[config.mk]
export PLATFORM = sky130hd
export DESIGN_NAME = fir_coeff_host_load_port
export DESIGN_NICKNAME = d
export VERILOG_FILES = /design/src/fir_coeff_host_load_port.v
export VERILOG_INCLUDE_DIRS = /design/src
export SDC_FILE = /design/constraint.sdc
export NUM_CORES = 1
export LEC_CHECK = 0
export BUFFER_PORTS_ARGS = -buffer_cell sky130_fd_sc_hd__buf_2
export CAP_MARGIN = 20
export CORE_AREA = 2 2 83 85
export CTS_CLUSTER_SIZE = 12
export DETAILED_ROUTE_END_ITERATION = 10
export DIE_AREA = 0 0 85 87
export PLACE_DENSITY = 0.79
export SYNTH_ARGS = -nofsm -noshare
export SYNTH_HDL_FRONTEND = slang
export SYNTH_SLANG_ARGS = --single-unit
[constraint.sdc]
create_clock -name clk -period 2.4 [get_ports clk]
set_input_delay 0.12 -clock clk [delete_from_list [all_inputs] [get_ports clk]]
set_output_delay 0.12 -clock clk [all_outputs]
set_load 0.1 [all_outputs]
[src/fir_host_port_defs.vh]
// constants for the fir coefficient host load port
`ifndef FIR_HOST_PORT_DEFS_VH
`define FIR_HOST_PORT_DEFS_VH
`define CTRL_RESET        16'h8c80
`define CTRL_SINGLE_BIT   15
`define CTRL_RATE_HI      14
`define CTRL_RATE_LO      13
`define CTRL_DECIM_BIT    12
`define CTRL_ROLE_HI      11
`define CTRL_ROLE_LO      10
`define CTRL_SWREG_BIT    7
`define CTRL_BANK_BIT     6
`define CTRL_ALT_BIT      5
`define CTRL_CASC_BIT     4
`define CTRL_ZERO_MASK    16'h030f
`define BUSY_CYCLES       22
`define BUSY_CNT_W        5
`endif

[src/fir_coeff_host_load_port.v]
// host write port and double buffered control register of the fir filter
// What this block and its host must do
// Host holds rom master select high
// No read path for stored coefficients
// Load only when select and write low
// Control select picks control versus coefficients
// Host holds select two extra cycles
// Coefficient as word or two bytes
// Byte mode eight address bits, word seven
// Host writes low byte before high byte
// Byte mode needs equal upper nibbles
// Host drives bus synchronous to clock
// All internal writes use system clock
// Host waits busy low or 22 cycles
// Control first, then one idle cycle
// Host raises filter go with first data
// One 16-bit control register for all
// Bit 15 single, bit 4 cascade mode
// Bits 14:13 sample rate divisor
// Bit 12 decimate, bits 11:10 cascade role
// Host writes zero to reserved bits
// Bit 7 picks pin or bit 6 bank
// Bit 5 alternates bank each sample
// Written control word waits in shadow
// First write after reset loads directly
// Control resets to 8c80
// Bank change at next sample tick
// Byte mode commits coefficient on high byte
`timescale 1ns/100ps
`include "fir_host_port_defs.vh"

module fir_coeff_host_load_port #(
  parameter ADDR_W = 8,
  parameter COEF_W = 16
) (
  // clock and reset
  input  wire              clk,
  input  wire              rstn,
  // host write port
  input  wire              cs_n,
  input  wire              wen_n,
  input  wire              ctrl_word_select,
  input  wire              byte_mode_n,
  input  wire [ADDR_W-1:0] addr,
  input  wire [COEF_W-1:0] coef_bus,
  // bank swap pin and filter start
  input  wire              swap_pin,
  input  wire              filter_go,
  // status
  output reg               busy,
  // coefficient write to storage
  output reg               coef_we,
  output reg  [6:0]        coef_addr,
  output reg  [COEF_W-1:0] coef_data,
  // active configuration
  output reg  [15:0]       active_ctrl,
  output wire              single_filter,
  output wire              cascade_filters,
  output wire [1:0]        rate_code,
  output wire              decimate,
  output wire [1:0]        cascade_role,
  // sample tick and bank in use
  output reg               sample_tick,
  output reg               bank_upper
);

  // ----------------------------------------------------------------
  // host write decode
  // ----------------------------------------------------------------
  reg  [15:0]       shadow_ctrl_r;
  reg               first_ctrl_r;
  reg               pend_r;
  reg  [7:0]        low_byte_r;
  reg  [`BUSY_CNT_W-1:0] busy_cnt_r;
  reg  [2:0]        div_cnt_r;
  reg               swap_src_d_r;
  reg               alt_bank_r;
  reg               go_d_r;

  wire byte_mode = ~byte_mode_n;
  wire write_hit = ~cs_n & ~wen_n;
  wire nib_ok = coef_bus[15:12] == coef_bus[11:8];
  wire accept = write_hit & (~byte_mode | nib_ok);
  wire ctrl_wr = accept & ctrl_word_select;
  wire coef_wr = accept & ~ctrl_word_select;

  // control word as assembled from this write
  wire [15:0] ctrl_in = byte_mode ?
    (addr[0] ? {coef_bus[7:0], shadow_ctrl_r[7:0]}
             : {shadow_ctrl_r[15:8], coef_bus[7:0]})
    : coef_bus;

  // swap source from register bit or pin
  wire swap_src = active_ctrl[`CTRL_SWREG_BIT] ?
    active_ctrl[`CTRL_BANK_BIT] : swap_pin;

  // sample tick period from rate code
  function [2:0] div_last;
    input [1:0] code;
    begin
      case (code)
        2'b00:   div_last = 3'h0;
        2'b01:   div_last = 3'h1;
        2'b10:   div_last = 3'h3;
        default: div_last = 3'h7;
      endcase
    end
  endfunction

  // ----------------------------------------------------------------
  // decoded mode fields
  // ----------------------------------------------------------------
  assign single_filter   = active_ctrl[`CTRL_SINGLE_BIT];
  assign cascade_filters = ~active_ctrl[`CTRL_SINGLE_BIT] &
                           active_ctrl[`CTRL_CASC_BIT];
  assign rate_code = active_ctrl[`CTRL_RATE_HI:`CTRL_RATE_LO];
  assign decimate  = active_ctrl[`CTRL_DECIM_BIT];
  assign cascade_role = active_ctrl[`CTRL_ROLE_HI:`CTRL_ROLE_LO];

  // ----------------------------------------------------------------
  // busy after reset
  // ----------------------------------------------------------------
  always @(posedge clk or negedge rstn) begin
    if (!rstn) begin
      busy_cnt_r <= 5'h00;
      busy       <= 1'b1;
    end else if (busy) begin
      busy_cnt_r <= busy_cnt_r + 5'h01;
      if (busy_cnt_r == `BUSY_CYCLES - 1)
        busy <= 1'b0;
    end
  end

  // ----------------------------------------------------------------
  // control register, shadow and active copies
  // ----------------------------------------------------------------
  always @(posedge clk or negedge rstn) begin
    if (!rstn) begin
      shadow_ctrl_r <= `CTRL_RESET;
      active_ctrl   <= `CTRL_RESET;
      first_ctrl_r  <= 1'b1;
      pend_r        <= 1'b0;
      swap_src_d_r  <= 1'b0;
    end else begin
      swap_src_d_r <= swap_src;
      if (ctrl_wr) begin
        shadow_ctrl_r <= ctrl_in & ~`CTRL_ZERO_MASK;
        if (first_ctrl_r) begin
          active_ctrl <= ctrl_in & ~`CTRL_ZERO_MASK;
          // byte mode: direct load lasts until high byte lands
          if (~byte_mode | addr[0])
            first_ctrl_r <= 1'b0;
        end else begin
          pend_r <= 1'b1;
        end
      end else if (pend_r & (swap_src != swap_src_d_r)) begin
        active_ctrl <= shadow_ctrl_r;
        pend_r      <= 1'b0;
      end
    end
  end

  // ----------------------------------------------------------------
  // coefficient write path, write only, no readback mux

  // ----------------------------------------------------------------
  always @(posedge clk or negedge rstn) begin
    if (!rstn) begin
      low_byte_r <= 8'h00;
      coef_we    <= 1'b0;
      coef_addr  <= 7'h00;
      coef_data  <= 16'h0000;
    end else begin
      coef_we <= 1'b0;
      if (coef_wr) begin
        if (byte_mode) begin
          if (!addr[0]) begin
            low_byte_r <= coef_bus[7:0];
          end else begin
            coef_we   <= 1'b1;
            coef_addr <= addr[7:1];
            coef_data <= {coef_bus[7:0], low_byte_r};
          end
        end else begin
          coef_we   <= 1'b1;
          coef_addr <= addr[6:0];
          coef_data <= coef_bus;
        end
      end
    end
  end

  // ----------------------------------------------------------------
  // sample tick and bank selection
  // ----------------------------------------------------------------
  always @(posedge clk or negedge rstn) begin
    if (!rstn) begin
      div_cnt_r   <= 3'h0;
      sample_tick <= 1'b0;
      bank_upper  <= 1'b0;
      alt_bank_r  <= 1'b0;
      go_d_r      <= 1'b0;
    end else begin
      go_d_r <= filter_go;
      if (div_cnt_r >= div_last(rate_code)) begin
        div_cnt_r   <= 3'h0;
        sample_tick <= 1'b1;
      end else begin
        div_cnt_r   <= div_cnt_r + 3'h1;
        sample_tick <= 1'b0;
      end
      if (filter_go & ~go_d_r)
        alt_bank_r <= 1'b0;
      else if (sample_tick)
        alt_bank_r <= ~alt_bank_r;
      if (sample_tick) begin
        if (active_ctrl[`CTRL_ALT_BIT])
          bank_upper <= alt_bank_r;
        else
          bank_upper <= swap_src;
      end
    end
  end

endmodule

==> results.md <==
* Status: complete, no violations
* Place WS at 0.2596 ns
* WL/cell at between 15 and 20 um
* Area growth, synth to finish at 18.29%
* Max Slew Vio Count at 0
* CTS tree: done
* Post-cts sizing count at 0
* Syn avg cell area at roughly 12 um2
* Critical path, cell by cell: mux2i_1 -> xnor2_1 -> o211ai_1 -> and3_1 -> a221o_1
* Setup crit start: active_ctrl[7]
* RSZ-0062 raised after global routing: false
* Synth cell types at 43
* # H-tree levels at 3
* Placed insts at 437
* DPL Wire Length at approximately 5400 um
* Critical path required time at 2.62 ns
* Worst Hold Launch: coef_bus[1]
* Via-to-Cell Ratio at 5.409
* CP max stage delay at 0.55 ns
* Worst Tran Pin Value at ~0.72 ns
* Ys async rst share at 100.0%
* Top Family by Delay on Critical Path: compound AO/OA/AOI/OAI gates
* Layout fillers at about 550
* Cell Area, Synth at approximately 3400 um2
* Clock buffer count from CTS at 9
* Clock Tree Buf Depth at 2
* Worst min path class: input port to flip-flop
* Finish-stage setup viols at 0
* Largest net degree at the start of global routing at a little over 40
* Initial Utilization at roughly 52%
* FMAX at between 400 and 500 MHz
* Die area at approximately 7400 um2
* GRT Total Usage at approximately a fifth
* Clock skew at between 0.003 and 0.004 ns
* CP max-delay cell: dfstp_2
* Worst setup EP type: flip-flop
* Final nets at 408
* Worst-Skew Late Latency at 0.34 ns
* Clock share of power at about 18%
* CP startpoint kind: flip-flop
* Most frequent cells in the layout: buf_2, dfrtp_1, mux2_2
* DR DRC count at 0
* CTS Sinks at 68
* Clock root buffer master: clkbuf_8
* P_sw at 2958 uW
* Register area share after synthesis at about 50%
* Core Box Area at between 6000 and 7000 um2
* Flops & latches, synth at 68
* Crit path time final at ~2.1 ns
* Layout cells sized above 1 at a little over two fifths
* RR Startpoint: active_ctrl[7]
* First-pass GRT wire length at 11580 um
* Vias in the first global route at between 2000 and 2500
* Worst setup margin at roughly 0.32 ns
* Remaining Overflow, GRT at 0
* PwrDens at approximately 1400 nW/um2
* Dominant synthesized flop cell: dfrtp_1
* N_diodes at 0
* Seq pwr share at just under 30%
* Post-Syn Instances at 296
* First DRT Iteration DRCs at approximately 120
* Drt total wl at approximately 7200 um
* Chip Width at between 80 and 90 um
* Synth Warn # at 0
* Drt first pass iters at 4
* Hold Vio Cnt, Final at 0
* Die H at a little under 90 um
* Gpl congestion at 0.8652
* # port buffers at 75
* Post-DRT Antenna Nets at 0
* Crit path max fanout at 12
* Ports at slightly above 80
* Slew headroom at between 50 and 60%
* Final non-filler cell total at roughly 460
* Initial antenna violation count at 0
* Tcrit/Tclk final at approximately 87%
* Max cap viols at 0
* CP arrival at between 2 and 2.5 ns
* Setup TNS at 0 ns
* Buf+Inv Stages, Crit Path at 0
* P_int at around 2600 uW
* Combinational power share at 52.4%
* Vias after detailed routing at between 2000 and 2500
* EDFF count, synth at 0
* CTS clk-pin slew, worst paths at around 0.070 ns
* Peak VDD IR at between 0.0015 and 0.002 V
* Core Rows at 30
* Critical path type: flip-flop to flip-flop
* Most common cell after layout, fill and taps aside: buf_2
* Leak at approximately 0.002 uW
* Switching Share at between 50% and 60%
-- through the flow --
stage	hold WS [ns]	power (uW)	util [%]	instance area [um2]
after floorplan	-0.1756	4228	-	3448
after global placement	0.1994	4550	58.11	3817
after detailed placement	0.1962	4612	58.11	3817
after CTS	0.03499	5642	61.71	4054
after global routing	0.03814	5841	61.71	4054
final	0.04920	5600	61.71	4054
-- worst reg2reg max path, stage by stage, from the launching register on --
cell	delay, ns
dfstp_2	0.55
mux2i_1	0.32
xnor2_1	0.20
o211ai_1	0.34
and3_1	0.30
a221o_1	0.26
-- synth_stat cells, drive strengths merged (8+ instances only) --
library cell / number / area share (%)
a21oi: 8 / 1.2
and3: 8 / 1.5
buf: 18 / 3.7
dfrtp: 58 / 42
dfstp: 10 / 7.7
inv: 18 / 2.0
mux2: 47 / 15
mux2i: 11 / 3.2
nand2: 31 / 3.4
nor2: 11 / 1.4
o21ai: 17 / 2.8
xnor2: 10 / 2.6
-- sequential cells by signal (all words and copies together) (netlist names) --
name	flops
active_ctrl	10
alt_bank_r	1
bank_upper	1
busy	1
busy_cnt_r	5
coef_addr	7
coef_data	16
coef_we	1
div_cnt_r	3
first_ctrl_r	1
go_d_r	1
low_byte_r	8
pend_r	1
sample_tick	1
shadow_ctrl_r	10
swap_src_d_r	1
-- power groups by stage --
stage | Combinational, uW | Sequential, uW | Clock [uW]
after floorplan | 1220 | 3010 | 0
after global placement | 2890 | 1660 | 0
after detailed placement | 2940 | 1670 | 0
after CTS | 2950 | 1660 | 1040
after global routing | 3050 | 1700 | 1090
final | 2930 | 1650 | 1020
-- what timing repair did --
item	in CTS	in global routing
endpoints found under the hold margin	29	0
hold buffers	2	0
buffers inserted	0	0
-- cell families after synthesis --
family,count (synthesis),share of synthesized area [%]
flops,68,50.02
simple gates,67,10.33
mux,58,18.66
compound gates,45,9.420
buf+inv,40,6.462
xor+xnor,11,2.811
fa+ha+maj,6,2.191
other cells,1,0.1094
-- path summary, 6_finish.rpt --
kind / endpoint / slack (ns) / cells after the start
setup / recovery: active_ctrl[12] / 0.32 / 5
hold / removal: low_byte_r[1] / 0.05 / 2
setup reg to reg: active_ctrl[12] / 0.32 / 5
hold reg to reg: shadow_ctrl_r[11] / 0.48 / 2
max in group asynchronous: first_ctrl_r / 1.32 / 3
min in group asynchronous: coef_data[11] / 0.37 / 2
-- metal layers --
| metal | part of all wire (%) | GRT usage [%] | vias up |
|---|---|---|---|
| met3 | 5.8 | 4.645 | 18 |
| met4 | 2.4 | 11.40 | 0 |
| met2 | 46 | 31.89 | 82 |
| met1 | 45 | 26.32 | 1187 |
| li1 | - | - | 1174 |
| met5 | 0 | 0 | - |
-- area by class of cell --
class / instances / area [um2] / share of cell area [%]
multi-input cells: 193 / 1513 / 37.31
clock inverters: 5 / 75.07 / 1.852
repair buffers: 80 / 442.9 / 10.93
flip-flops and latches: 68 / 1714 / 42.28
inverters: 18 / 67.56 / 1.667
clock buffers: 11 / 141.4 / 3.488
well taps: 80 / 100.1 / 2.469
(Power assumes the default switching activity.)
